[src/hw/route_pkg.sv]
package route_pkg;

  // ----------------------------------------------------------------
  // Register map
  // ----------------------------------------------------------------
  localparam int ADDR_W = 8;
  localparam int DATA_W = 32;
  localparam logic [7:0] CTRL_ADDR = 8'h00;
  localparam logic [7:0] STATUS_ADDR = 8'h04;
  localparam logic [31:0] CTRL_RESET = 32'h0000_0000;
  localparam int CTRL_ROUTE_LO_BIT = 0;
  localparam int CTRL_ROUTE_HI_BIT = 1;
  localparam int CTRL_REF_EN_BIT = 5;
  localparam int STAT_READ_BIT = 0;
  localparam int STAT_TEST_BIT = 1;
  localparam int STAT_CLKSEL_BIT = 2;
  localparam int STAT_SLEEP_BIT = 3;
  localparam int STAT_FIFO_LSB = 8;
  localparam int STAT_REFCNT_LSB = 16;
  localparam int REFCNT_W = 16;

  // ----------------------------------------------------------------
  // Input synchroniser slots
  // ----------------------------------------------------------------
  localparam int NSYNC = 10;
  localparam int IDX_RG = 0;
  localparam int IDX_EXT = 1;
  localparam int IDX_DET = 2;
  localparam int IDX_CMP = 3;
  localparam int IDX_SYNC_CLK = 4;
  localparam int IDX_REF_OUT_A_CLK = 5;
  localparam int IDX_TEST_SYNC = 6;
  localparam int IDX_TEST_REF_OUT_A = 7;
  localparam int IDX_REF = 8;
  localparam int IDX_SLEEP_N = 9;
  localparam logic [NSYNC-1:0] SYNC_RESET = 10'h200;

  // ----------------------------------------------------------------
  // Route decode: three flags per state {test, in_en, out_en}
  // ----------------------------------------------------------------
  localparam logic [11:0] ROUTE_TABLE = 12'hec8;
  localparam int FLAG_OUT = 0;
  localparam int FLAG_IN = 1;
  localparam int FLAG_TEST = 2;

  function automatic logic [2:0] route_decode(input logic [1:0] st);
    route_decode = ROUTE_TABLE[3*int'(st) +: 3];
  endfunction : route_decode

  function automatic logic rise(input logic cur, input logic prev);
    rise = cur & ~prev;
  endfunction : rise

  // ----------------------------------------------------------------
  // Buffer and clock mux
  // ----------------------------------------------------------------
  localparam int FIFO_W = 1;
  localparam int FIFO_DEPTH = 32;
  localparam int FIFO_CNT_W = 6;

  typedef enum logic {MUX_RUN, MUX_PARK} mux_state_t;

endpackage : route_pkg

[src/hw/read_data_clock_routing.sv]
// Added by the designer: strobed register access and the register addresses.
`timescale 1ns/1ps
`default_nettype none
// Operation
// [RULE1] While the route bits disable the pulse output, that pin sits at logic high.
// [RULE2] While the pulse output is enabled, it carries the raw detector pulses.
// [RULE3] With both route bits high the block enters test mode and freezes the amplifier gain.
// [RULE4] In test mode the synchroniser and synthesiser clocks come from external test inputs.
// [RULE5] While the pulse input is enabled, only it feeds the synchroniser and detector data is cut.
// [RULE6] While the pulse output is disabled, detector data goes internally to the synchroniser.
// [RULE7] The synchronised data output is driven straight from the resynchronised data stream.
// [RULE8] The clock output follows the synchroniser clock in read mode, else the synthesiser clock.
// [RULE9] Changing the clock output source never makes a runt pulse or glitch; the code parks only on read-mode changes, not on test-mode changes.
// [RULE10] After reset the reference output is high and idle until its enable bit is set.
// [RULE11] When enabled the reference output runs continuously at the media code clock rate.
// [RULE12] The polarity output follows the hysteresis comparator in the input signal's sense.
// [RULE13] The reference frequency input works with any duty cycle.
// [RULE14] The controller raises read gate for read mode and lowers it otherwise.
// [RULE15] Leaving sleep restores all control bits to defaults, which idles the reference output.
// [RULE16] The route bits are decoded through a table of output, input and test flags.
module read_data_clock_routing
  import route_pkg::*;
(
  // Clock and reset
  input wire logic clk,
  input wire logic reset,
  // Register port
  input wire logic [ADDR_W-1:0] reg_addr,
  input wire logic [DATA_W-1:0] reg_wdata,
  input wire logic reg_wr,
  input wire logic reg_rd,
  output logic [DATA_W-1:0] reg_rdata,
  // Mode pins
  input wire logic read_gate_in,
  input wire logic sleep_n_in,
  // Pulse path
  input wire logic det_pulse_in,
  input wire logic ext_pulse_in,
  output logic raw_pulse_out,
  output logic resync_data_out,
  // Comparator
  input wire logic comparator_in,
  output logic comparator_polarity_out,
  // Clocks from the oscillators and tester
  input wire logic sync_osc_in,
  input wire logic ref_out_a_osc_in,
  input wire logic test_sync_osc_in,
  input wire logic test_ref_out_a_osc_in,
  input wire logic ref_freq_in,
  output logic sync_clk_out,
  output logic ref_out_a,
  // Analog controls
  output logic gain_amp_hold
);

  // ----------------------------------------------------------------
  // Input synchronisers
  // ----------------------------------------------------------------
  logic [NSYNC-1:0] s1_reg;
  logic [NSYNC-1:0] s2_reg;
  logic [NSYNC-1:0] s3_reg;
  logic [NSYNC-1:0] filt_reg;
  logic [NSYNC-1:0] filt_d_reg;
  logic [NSYNC-1:0] raw_in;

  assign raw_in = {sleep_n_in, ref_freq_in, test_ref_out_a_osc_in, test_sync_osc_in,
                   ref_out_a_osc_in, sync_osc_in, comparator_in, det_pulse_in,
                   ext_pulse_in, read_gate_in};

  // A level counts only once the second and third stages agree
  always_ff @(posedge clk or posedge reset) begin
    if (reset) begin
      s1_reg <= SYNC_RESET;
      s2_reg <= SYNC_RESET;
      s3_reg <= SYNC_RESET;
      filt_reg <= SYNC_RESET;
      filt_d_reg <= SYNC_RESET;
    end else begin
      s1_reg <= raw_in;
      s2_reg <= s1_reg;
      s3_reg <= s2_reg;
      filt_reg <= (s2_reg & s3_reg) | (filt_reg & (s2_reg ^ s3_reg));
      filt_d_reg <= filt_reg;
    end
  end

  // ----------------------------------------------------------------
  // Control register and sleep
  // ----------------------------------------------------------------
  logic [DATA_W-1:0] ctrl_reg;
  logic sleep_active;
  logic [2:0] route_flags;
  logic out_en;
  logic in_en;
  logic test_mode;
  logic ref_en;
  logic read_mode;

  assign sleep_active = !filt_reg[IDX_SLEEP_N];

  // Held at defaults throughout sleep, so wake-up always starts clean
  always_ff @(posedge clk or posedge reset) begin
    if (reset) begin
      ctrl_reg <= CTRL_RESET;
    end else if (sleep_active) begin
      ctrl_reg <= CTRL_RESET; // RULE15
    end else if (reg_wr && reg_addr == CTRL_ADDR) begin
      ctrl_reg <= reg_wdata;
    end
  end

  assign route_flags = route_decode({ctrl_reg[CTRL_ROUTE_HI_BIT],
                                     ctrl_reg[CTRL_ROUTE_LO_BIT]}); // RULE16
  assign out_en = route_flags[FLAG_OUT];
  assign in_en = route_flags[FLAG_IN];
  assign test_mode = route_flags[FLAG_TEST];
  assign ref_en = ctrl_reg[CTRL_REF_EN_BIT];
  assign read_mode = filt_reg[IDX_RG]; // RULE14

  // ----------------------------------------------------------------
  // Pulse routing
  // ----------------------------------------------------------------
  logic sync_in;
  logic sync_in_d_reg;
  logic sync_src;
  logic ref_out_a_src;

  always_comb begin
    if (in_en) begin
      sync_in = filt_reg[IDX_EXT]; // RULE5
    end else begin
      sync_in = filt_reg[IDX_DET]; // RULE6
    end
  end

  assign sync_src = test_mode ? filt_reg[IDX_TEST_SYNC] : filt_reg[IDX_SYNC_CLK]; // RULE4
  assign ref_out_a_src = test_mode ? filt_reg[IDX_TEST_REF_OUT_A] : filt_reg[IDX_REF_OUT_A_CLK]; // RULE4

  always_ff @(posedge clk or posedge reset) begin
    if (reset) begin
      raw_pulse_out <= 1'b1;
    end else if (out_en) begin
      raw_pulse_out <= filt_reg[IDX_DET]; // RULE2
    end else begin
      raw_pulse_out <= 1'b1; // RULE1
    end
  end

  always_ff @(posedge clk or posedge reset) begin
    if (reset) begin
      gain_amp_hold <= 1'b0;
      comparator_polarity_out <= 1'b0;
    end else begin
      gain_amp_hold <= test_mode; // RULE3
      comparator_polarity_out <= filt_reg[IDX_CMP]; // RULE12
    end
  end

  // ----------------------------------------------------------------
  // Clock mux, glitch-free on read-mode source changes only
  // ----------------------------------------------------------------
  mux_state_t mux_state_reg;
  logic cur_sel_reg;
  logic cur_src;
  logic new_src;
  logic sclk_next;
  logic new_src_d;

  assign cur_src = cur_sel_reg ? sync_src : ref_out_a_src;
  assign new_src = read_mode ? sync_src : ref_out_a_src;
  assign new_src_d = read_mode
    ? (test_mode ? filt_d_reg[IDX_TEST_SYNC] : filt_d_reg[IDX_SYNC_CLK])
    : (test_mode ? filt_d_reg[IDX_TEST_REF_OUT_A] : filt_d_reg[IDX_REF_OUT_A_CLK]);

  // Park low on the old source's low phase and rejoin on a falling edge of the new one,
  // so no phase at the pin is shorter than a source phase; a stopped new source keeps it parked
  always_ff @(posedge clk or posedge reset) begin
    if (reset) begin
      mux_state_reg <= MUX_RUN;
      cur_sel_reg <= 1'b0;
    end else begin
      case (mux_state_reg)
        MUX_RUN: begin
          if (read_mode != cur_sel_reg && !cur_src) begin
            mux_state_reg <= MUX_PARK; // RULE9
          end
        end
        MUX_PARK: begin
          if (!new_src && new_src_d) begin
            cur_sel_reg <= read_mode; // RULE9
            mux_state_reg <= MUX_RUN;
          end
        end
        default: begin
          mux_state_reg <= MUX_RUN;
        end
      endcase
    end
  end

  always_comb begin
    case (mux_state_reg)
      MUX_RUN: sclk_next = (read_mode != cur_sel_reg && !cur_src) ? 1'b0 : cur_src; // RULE8
      MUX_PARK: sclk_next = 1'b0;
      default: sclk_next = 1'b0;
    endcase
  end

  always_ff @(posedge clk or posedge reset) begin
    if (reset) begin
      sync_clk_out <= 1'b0;
    end else begin
      sync_clk_out <= sclk_next;
    end
  end

  // ----------------------------------------------------------------
  // Pulse buffer and resynchronised data
  // ----------------------------------------------------------------
  logic pend_reg;
  logic fifo_in_ready;
  logic fifo_out_valid;
  logic [FIFO_W-1:0] fifo_out_data;
  logic [FIFO_CNT_W-1:0] fifo_level;
  logic drain;

  // One pulse waits here while the buffer is full; further pulses in that time are dropped
  always_ff @(posedge clk or posedge reset) begin
    if (reset) begin
      sync_in_d_reg <= 1'b0;
      pend_reg <= 1'b0;
    end else begin
      sync_in_d_reg <= sync_in;
      if (rise(sync_in, sync_in_d_reg)) begin
        pend_reg <= 1'b1;
      end else if (fifo_in_ready) begin
        pend_reg <= 1'b0;
      end
    end
  end

  // One pulse leaves per rising output clock edge
  assign drain = rise(sclk_next, sync_clk_out);

  pulse_fifo #(
    .W(FIFO_W),
    .DEPTH(FIFO_DEPTH),
    .CNT_W(FIFO_CNT_W)
  ) u_fifo (
    .clk(clk),
    .reset(reset),
    .in_valid(pend_reg),
    .in_data(FIFO_W'(1'b1)),
    .in_ready(fifo_in_ready),
    .out_valid(fifo_out_valid),
    .out_data(fifo_out_data),
    .out_ready(drain),
    .level(fifo_level)
  );

  always_ff @(posedge clk or posedge reset) begin
    if (reset) begin
      resync_data_out <= 1'b0;
    end else if (drain) begin
      resync_data_out <= fifo_out_valid & fifo_out_data[0]; // RULE7
    end
  end

  // ----------------------------------------------------------------
  // Reference output and reference input monitor
  // ----------------------------------------------------------------
  logic [REFCNT_W-1:0] ref_cnt_reg;

  always_ff @(posedge clk or posedge reset) begin
    if (reset) begin
      ref_out_a <= 1'b1;
    end else if (ref_en) begin
      ref_out_a <= ref_out_a_src; // RULE11
    end else begin
      ref_out_a <= 1'b1; // RULE10
    end
  end

  // Only rising edges are counted, so the duty cycle plays no part
  always_ff @(posedge clk or posedge reset) begin
    if (reset) begin
      ref_cnt_reg <= '0;
    end else if (rise(filt_reg[IDX_REF], filt_d_reg[IDX_REF])) begin
      ref_cnt_reg <= REFCNT_W'(ref_cnt_reg + 1'b1); // RULE13
    end
  end

  // ----------------------------------------------------------------
  // Register read port
  // ----------------------------------------------------------------
  logic [DATA_W-1:0] status_word;

  always_comb begin
    status_word = '0;
    status_word[STAT_READ_BIT] = read_mode;
    status_word[STAT_TEST_BIT] = test_mode;
    status_word[STAT_CLKSEL_BIT] = cur_sel_reg;
    status_word[STAT_SLEEP_BIT] = sleep_active;
    status_word[STAT_FIFO_LSB +: FIFO_CNT_W] = fifo_level;
    status_word[STAT_REFCNT_LSB +: REFCNT_W] = ref_cnt_reg;
  end

  always_ff @(posedge clk or posedge reset) begin
    if (reset) begin
      reg_rdata <= '0;
    end else if (reg_rd) begin
      case (reg_addr)
        CTRL_ADDR: reg_rdata <= ctrl_reg;
        STATUS_ADDR: reg_rdata <= status_word;
        default: reg_rdata <= '0;
      endcase
    end else begin
      reg_rdata <= '0;
    end
  end
endmodule : read_data_clock_routing
`default_nettype wire

[src/hw/pulse_fifo.sv]
`timescale 1ns/1ps
`default_nettype none
module pulse_fifo #(
  parameter int W = 1,
  parameter int DEPTH = 32,
  parameter int CNT_W = 6
) (
  // Clock and reset
  input wire logic clk,
  input wire logic reset,
  // Fill side
  input wire logic in_valid,
  input wire logic [W-1:0] in_data,
  output logic in_ready,
  // Drain side
  output logic out_valid,
  output logic [W-1:0] out_data,
  input wire logic out_ready,
  // Fill level, head register included
  output logic [CNT_W-1:0] level
);

  localparam int PTR_W = $clog2(DEPTH);

  logic [W-1:0] mem_reg [DEPTH];
  logic [PTR_W-1:0] wr_ptr_reg;
  logic [PTR_W-1:0] rd_ptr_reg;
  logic [CNT_W-1:0] cnt_reg;
  logic push;
  logic mem_pop;

  // ----------------------------------------------------------------
  // Storage plus a head register, so drain data come from a flop
  // ----------------------------------------------------------------
  assign in_ready = cnt_reg < CNT_W'(DEPTH - 1);
  assign push = in_valid && in_ready;
  assign mem_pop = (cnt_reg != '0) && (!out_valid || out_ready);
  assign level = cnt_reg + CNT_W'(out_valid);

  always_ff @(posedge clk) begin
    if (push) begin
      mem_reg[wr_ptr_reg] <= in_data;
    end
  end

  always_ff @(posedge clk or posedge reset) begin
    if (reset) begin
      wr_ptr_reg <= '0;
      rd_ptr_reg <= '0;
      cnt_reg <= '0;
    end else begin
      if (push) begin
        wr_ptr_reg <= PTR_W'(wr_ptr_reg + 1'b1);
      end
      if (mem_pop) begin
        rd_ptr_reg <= PTR_W'(rd_ptr_reg + 1'b1);
      end
      cnt_reg <= CNT_W'(cnt_reg + CNT_W'(push) - CNT_W'(mem_pop));
    end
  end

  always_ff @(posedge clk or posedge reset) begin
    if (reset) begin
      out_valid <= 1'b0;
      out_data <= '0;
    end else if (mem_pop) begin
      out_valid <= 1'b1;
      out_data <= mem_reg[rd_ptr_reg];
    end else if (out_ready) begin
      out_valid <= 1'b0;
    end
  end

endmodule : pulse_fifo
`default_nettype wire

[config.mk]
export PLATFORM = sky130hd
export DESIGN_NAME = read_data_clock_routing
export DESIGN_NICKNAME = d
export VERILOG_FILES = /design/src/hw/route_pkg.sv /design/src/hw/read_data_clock_routing.sv /design/src/hw/pulse_fifo.sv
export SDC_FILE = /design/constraint.sdc
export NUM_CORES = 1
export LEC_CHECK = 0
export ABC_CLOCK_PERIOD_IN_PS = 3700
export BUFFER_PORTS_ARGS = -buffer_cell sky130_fd_sc_hd__buf_2
export CAP_MARGIN = 40
export CELL_PAD_IN_SITES_DETAIL_PLACEMENT = 1
export CELL_PAD_IN_SITES_GLOBAL_PLACEMENT = 1
export CORE_AREA = 2 2 135 137
export CTS_CLUSTER_DIAMETER = 200
export DETAILED_ROUTE_END_ITERATION = 7
export DIE_AREA = 0 0 137 139
export GPL_ROUTABILITY_DRIVEN = 0
export PLACE_DENSITY = 0.72
export SLEW_MARGIN = 20
export SYNTH_ARGS = -nofsm -noshare
export SYNTH_HDL_FRONTEND = slang
export SYNTH_HIERARCHICAL = 1
export SYNTH_SLANG_ARGS = --single-unit
[constraint.sdc]
create_clock -name clk -period 3.7 [get_ports clk]
set_clock_uncertainty 0.1 [all_clocks]
set_input_delay 0.185 -clock clk [delete_from_list [all_inputs] [get_ports clk]]
set_output_delay 0.185 -clock clk [all_outputs]
set_load 0.05 [all_outputs]
## Word level (Yosys, flattened, before mapping)

Index checks and enable logic that the tools add are counted.

- Input bits: 54
- Register bits: 147
- Output and inout port bits: 38

- $mul: 1
- Order comparisons: 1
- Reductions and logical operators: 15
- Add/sub/neg operators: 4
- Bitwise operators: 12
- Multiplexer cells: 23
- Shift operators: 1
- Eq/ne operators: 3

Operators with widths:

| cell | count |
|---|---|
| $mux W32 | 3 |
| $pmux W32 S2 | 1 |
| $and A10 B10 Y10 | 2 |
| $mux W1 | 17 |
| $add A16 B1 Y16 const B | 1 |
| $add A6 B1 Y6 | 2 |
| $shiftx A12 B5 Y3 const A | 1 |
| $or A10 B10 Y10 | 1 |
| $xor A10 B10 Y10 | 1 |
| $eq A8 B3 Y1 const B | 1 |
| $logic_not A8 Y1 | 1 |
| $lt A6 B5 Y1 const B | 1 |
| $reduce_bool A6 Y1 | 1 |
| $sub A6 B1 Y6 | 1 |
| $logic_and A1 B1 Y1 | 5 |
| $and A1 B1 Y1 | 4 |
| $logic_not A1 Y1 | 4 |
| $mul A2 B2 Y4 const A | 1 |
| $not A1 Y1 | 4 |
| $pmux W1 S2 | 2 |
| $reduce_bool A2 Y1 | 2 |
| $ne A2 B1 Y1 const B | 1 |
| $reduce_and A2 Y1 | 1 |
| $logic_or A1 B1 Y1 | 1 |
| $ne A1 B1 Y1 | 1 |

## Logic depth before layout (Yosys ltp)

- Depth in word-level cells: 12
- Gate-level depth with buffers: 16
- Mapped depth without buffers: 15

## Modules after synthesis

Netlist, hierarchy kept.

By module, submodules not included:

| module | cells each | times used | area an instance (µm²) |
|---|---|---|---|
| read_data_clock_routing | 347 | 1 | 5,016.1 |
| pulse_fifo | 214 | 1 | 2,575.0 |

## Worst setup path before layout

OpenSTA, ideal clock, no wires.

- Path type: register -> register
- Start point: register cur_sel_reg
- End point: register u_fifo.cnt_reg[4]
- Arrival time: 2.493 ns
- Data required time: 3.478 ns
- Cell stages (with the launch flop): 15
- Path slack: 0.985 ns
- Clock period less this slack: 2.715 ns
- Cells stage by stage: dfrtp_1 -> mux4_2 -> and2_1 -> inv_1 -> a21oi_4 -> ha_1 -> inv_1 -> ha_1 -> inv_1 -> fa_1 -> inv_1 -> a21oi_1 -> nor2_1 -> nor2_1 -> xnor2_1

- Longest elaborated chain between the ends: 9

Ends and longest elaborated chain:

| element | RTL line | source |
|---|---|---|
| start, declared | read_data_clock_routing.sv:163 | `logic cur_sel_reg;` |
| start signal, assigned | read_data_clock_routing.sv:190 | `cur_sel_reg <= read_mode;` |
| $mux W1 | read_data_clock_routing.sv:169 | `assign cur_src = cur_sel_reg ? sync_src : ref_out_a_src;` |
| $logic_not A1 Y1 | read_data_clock_routing.sv:203 | `MUX_RUN: sclk_next = (read_mode != cur_sel_reg && !cur_src) ? 1'b0 : cur_src;` |
| $logic_and A1 B1 Y1 | read_data_clock_routing.sv:203 |  |
| $mux W1 (*) | read_data_clock_routing.sv:203 |  |
| $pmux W1 S2 (*) | read_data_clock_routing.sv:202 | `case (mux_state_reg)` |
| $and A1 B1 Y1 (*) | route_pkg.sv:51 | `rise = cur & ~prev;` |
| via drain | read_data_clock_routing.sv:225 | `logic drain;` |
| $logic_or A1 B1 Y1 (*) | pulse_fifo.sv:37 | `assign mem_pop = (cnt_reg != '0) && (!out_valid \|\| out_ready);` |
| $logic_and A1 B1 Y1 (*) | pulse_fifo.sv:37 |  |
| via u_fifo.mem_pop | pulse_fifo.sv:30 | `logic mem_pop;` |
| $sub A6 B1 Y6 (*) | pulse_fifo.sv:58 | `cnt_reg <= CNT_W'(cnt_reg + CNT_W'(push) - CNT_W'(mem_pop));` |
| end signal, assigned | pulse_fifo.sv:58 |  |
| end, declared | pulse_fifo.sv:28 | `logic [CNT_W-1:0] cnt_reg;` |

Mark *: on every way through the listed nets, which the timed path passes. The rest lies on a longest branch.
A chain may end at the register's enable or synchronous reset.

## Final worst setup path

- Start point: register u_fifo.cnt_reg[5]
- End point: register u_fifo.cnt_reg[4]

- Longest elaborated chain between the ends: 4

Ends and longest elaborated chain:

| element | RTL line | source |
|---|---|---|
| $lt A6 B5 Y1 | pulse_fifo.sv:35 | `assign in_ready = cnt_reg < CNT_W'(DEPTH - 1);` |
| via fifo_in_ready | read_data_clock_routing.sv:221 | `logic fifo_in_ready;` |
| $logic_and A1 B1 Y1 | pulse_fifo.sv:36 | `assign push = in_valid && in_ready;` |
| $add A6 B1 Y6 | pulse_fifo.sv:58 |  |
| $sub A6 B1 Y6 | pulse_fifo.sv:58 |  |

The timed path passes the listed nets, and every way through them passes these cells.

==> summary.txt <==
Layout
  • Layout cells sized above 1: 22.7%
  • Final core occ: 52.7%
  • Total Nets Final: 812
  • Post-Layout Inst Area: 9310 µm²
  • Number of inserted diodes: 0
  • Layout-stage area growth over the synthesis result: 22.7%

Power and ir drop
  • Relative contribution of combinational cells to total power: 21.6%
  • Part of the total power dissipated in sequential elements: 47.8%
  • Clock network power share: 30.6%
  • Switching Share: 31.2%
  • Largest vdd supply drop: 0.000342 V
  • Switching power of the nets: 0.00170 W
  • Static leakage: 4.54 nW
  • Cell-internal power: 0.00373 W
  • Total power per unit cell area: 583 nW/µm²

Job
  • Maximum Capacitance Violations: 0

Timing
  • Count of pins over their slew limit: 0
  • Unrepaired setup endpoints after global routing: false
  • Setup total negative slack: 0 ns
  • Achievable Freq: 0.328 GHz
  • Final hold violation count: 0
  • Slack of the critical path: 0.649 ns
  • Slew at the pin closest to its max-slew limit: 0.787 ns
  • Final setup viols: 0
  • Min cycle time layout: 3.05 ns
  • Fraction of the cycle the final worst path needs: 82.5%
  • Slew margin rel.: 47.4%

Die
  • Die Footprint: 19,000 µm²
  • Core Footprint: 17,700 µm²
  • Cell row count: 49
  • Starting Density: 43.0%
  • I/O pin count: 92
  • Die W: 137 µm
  • Die extent in y: 139 µm

Global route
  • Aggregate global routing overflow: 0
  • Vias in the first global route: 5,435
  • Global-route total usage across every layer: 18.9%
  • Global-route wire length before repair: 27,600 µm
  • Largest net degree at the start of global routing: 136
  • Initial antenna violation count: 0

Synth
  • Total number of yosys warnings: 6
  • Number of flops mapped to enable cells by yosys: 32
  • Biggest area contributors in the synthesized netlist: dfrtp_1, edfxtp_1, mux2i_1
  • Synth async-reset ratio: 82.7%
  • Proportion of netlist area held by the largest area contributor: 48.5%
  • Count of distinct cell types in the synthesized netlist: 59
  • Syn Area/Cell: 13.5 µm²
  • Post-Synthesis Cell Area: 7590 µm²
  • Count of state elements after synthesis: 185
  • Post-Syn Instances: 561
  • Sequential cell area fraction in the yosys report: 63.2%
  • Cell with the most instances after synthesis: dfrtp_1
  • Area leader, netlist: dfrtp_1
  • List of most frequent post-synthesis cells: dfrtp_1, nor2_1, mux2i_1
  • Main synth FF type: dfrtp_1

Worst setup path
  • Critical setup path kind: flop to flop
  • Type of destination of the critical path: flop
  • Worst-path maximum fanout: 9
  • Signal arrival time at the worst endpoint: 3.26 ns
  • Kind of start point of the critical path: flop
  • Flop-to-flop setup slack: 0.65 ns
  • Worst path required time: 3.91 ns

Clock network
  • Root buffer cell: clkbuf_16
  • Clock tree from TritonCTS: done
  • Number of buffers created by CTS: 17
  • Bufs on Longest Clock Path: 2
  • Post-CTS resize count: 0
  • Clk Latency, worst-skew pair: 0.43 ns
  • Count of hold buffers inserted by post-cts repair: 43
  • Count of H-tree levels built during CTS: 4
  • Clock-pin slew on the worst setup and hold paths: 0.06 ns
  • Count of buffers added by post-CTS timing repair for setup: 0
  • Clk sinks: 185

Place
  • Instance area after placement: 8340 µm²
  • Minimum setup slack after placement: 0.686 ns
  • Count of buffers inserted at the top-level ports: 91
  • HPWL after detailed placement: 11,200 µm

Outcome
  • Status: completed

Routing
  • Sum of routed wire length over all layers: 16,700 µm
  • Number of design-rule violations left by the first detailed-router iteration: 201
  • Post-DRT Antenna Nets: 0
  • Number of DRC violations after detailed routing: 0
  • Number of detailed-routing iterations run before antenna repair: 4
  • Drt via density: 5.01
  • Per-cell routed wire length: 17.3 µm
  • Number of vias after detailed routing: 4,845

Min path
  • Worst min-delay path class: primary input to flop
[power groups by stage]
stage | combinational (W) | clock [W] | sequential, W
finish | 0.00117 | 0.00166 | 0.00260
detailed placement | 0.00113 | 0 | 0.00263
global placement | 0.00105 | 0 | 0.00261
global route | 0.00133 | 0.00179 | 0.00263
CTS | 0.00118 | 0.00171 | 0.00259
floorplan | 0.000944 | 0 | 0.00249
[metal layers]
layer / vias to the layer above / global-route usage [%] / wire length (µm)
met2: 97 / 32.5 / 8510
met4: 0 / 7.49 / 351
met5: - / 0 / 0
li1: 2233 / - / -
met3: 32 / 4.02 / 571
met1: 2483 / 23.1 / 7280
[layout make-up]
cell class	count	area, µm²
Clock buffer	22	474
Clock inverter	9	63.8
Fill cell	1833	8340
Inverter	25	97.6
Multi-Input combinational cell	361	2650
Sequential cell	185	4800
Tap cell	229	287
Timing Repair Buffer	137	941
[cells in the final DEF (no fill, tap or decap), drive strengths merged, types with 5 or more instances in the layout]
cell / count
dfrtp: 147
buf: 94
nor2: 80
dlygate4sd3: 43
mux2i: 40
edfxtp: 32
conb: 32
ha: 30
inv: 28
a22o: 27
xnor2: 24
nand2: 23
clkbuf: 22
nand3: 12
a21o: 11
and2: 10
o21ai: 8
nand4: 7
xor2: 6
dfstp: 6
a21oi: 6
nand3b: 5
mux4: 5
[cell families after synthesis]
logic type,count (synthesis),synth area share [%]
buffers and inverters,46,3.40
adder cells (fa/ha/maj),31,5.21
flip-flops,185,63.2
other,1,0.0494
AND/OR/NAND/NOR,155,10.3
XOR/XNOR,30,3.46
AO/OA/AOI/OAI,65,6.99
multiplexers,48,7.40
[final timing paths]
path                            depth (start not counted)                   startpoint                     endpoint
min in group asynchronous                               3                        reset  u_fifo/cnt_reg[0]$_DFF_PP0_
worst min register to register                          0          s1_reg[3]$_DFF_PP0_          s2_reg[3]$_DFF_PP0_
max in group asynchronous                               4                        reset          s1_reg[4]$_DFF_PP0_
worst max register to register                         15  u_fifo/cnt_reg[5]$_DFF_PP0_  u_fifo/cnt_reg[4]$_DFF_PP0_
worst min-delay path                                    3                  reg_addr[2]       reg_rdata[5]$_DFF_PP0_
worst max-delay path                                   15  u_fifo/cnt_reg[5]$_DFF_PP0_  u_fifo/cnt_reg[4]$_DFF_PP0_
[worst max-delay path, cell delays in order (launching register included)]
cell and delay [ns]:
dfrtp_1 0.41, inv_1 0.09, ha_1 0.21, a41oi_1 0.29, and2_1 0.36, inv_1 0.09, ha_1 0.29, inv_1 0.07
ha_1 0.18, inv_1 0.06, fa_1 0.40, inv_1 0.07, a21oi_1 0.06, nor2_1 0.08, nor2_1 0.05, xnor2_1 0.12
[metrics by stage]
stage	hold slack (ns)	std cells	power (W)
after detailed placement	0.192	894	0.00376
after global placement	0.191	892	0.00366
final	0.156	968	0.00543
after floorplan	0.0236	592	0.00343
after CTS	0.138	968	0.00549
after global routing	0.176	968	0.00575
Note: power is estimated with default switching activity, not from simulation.
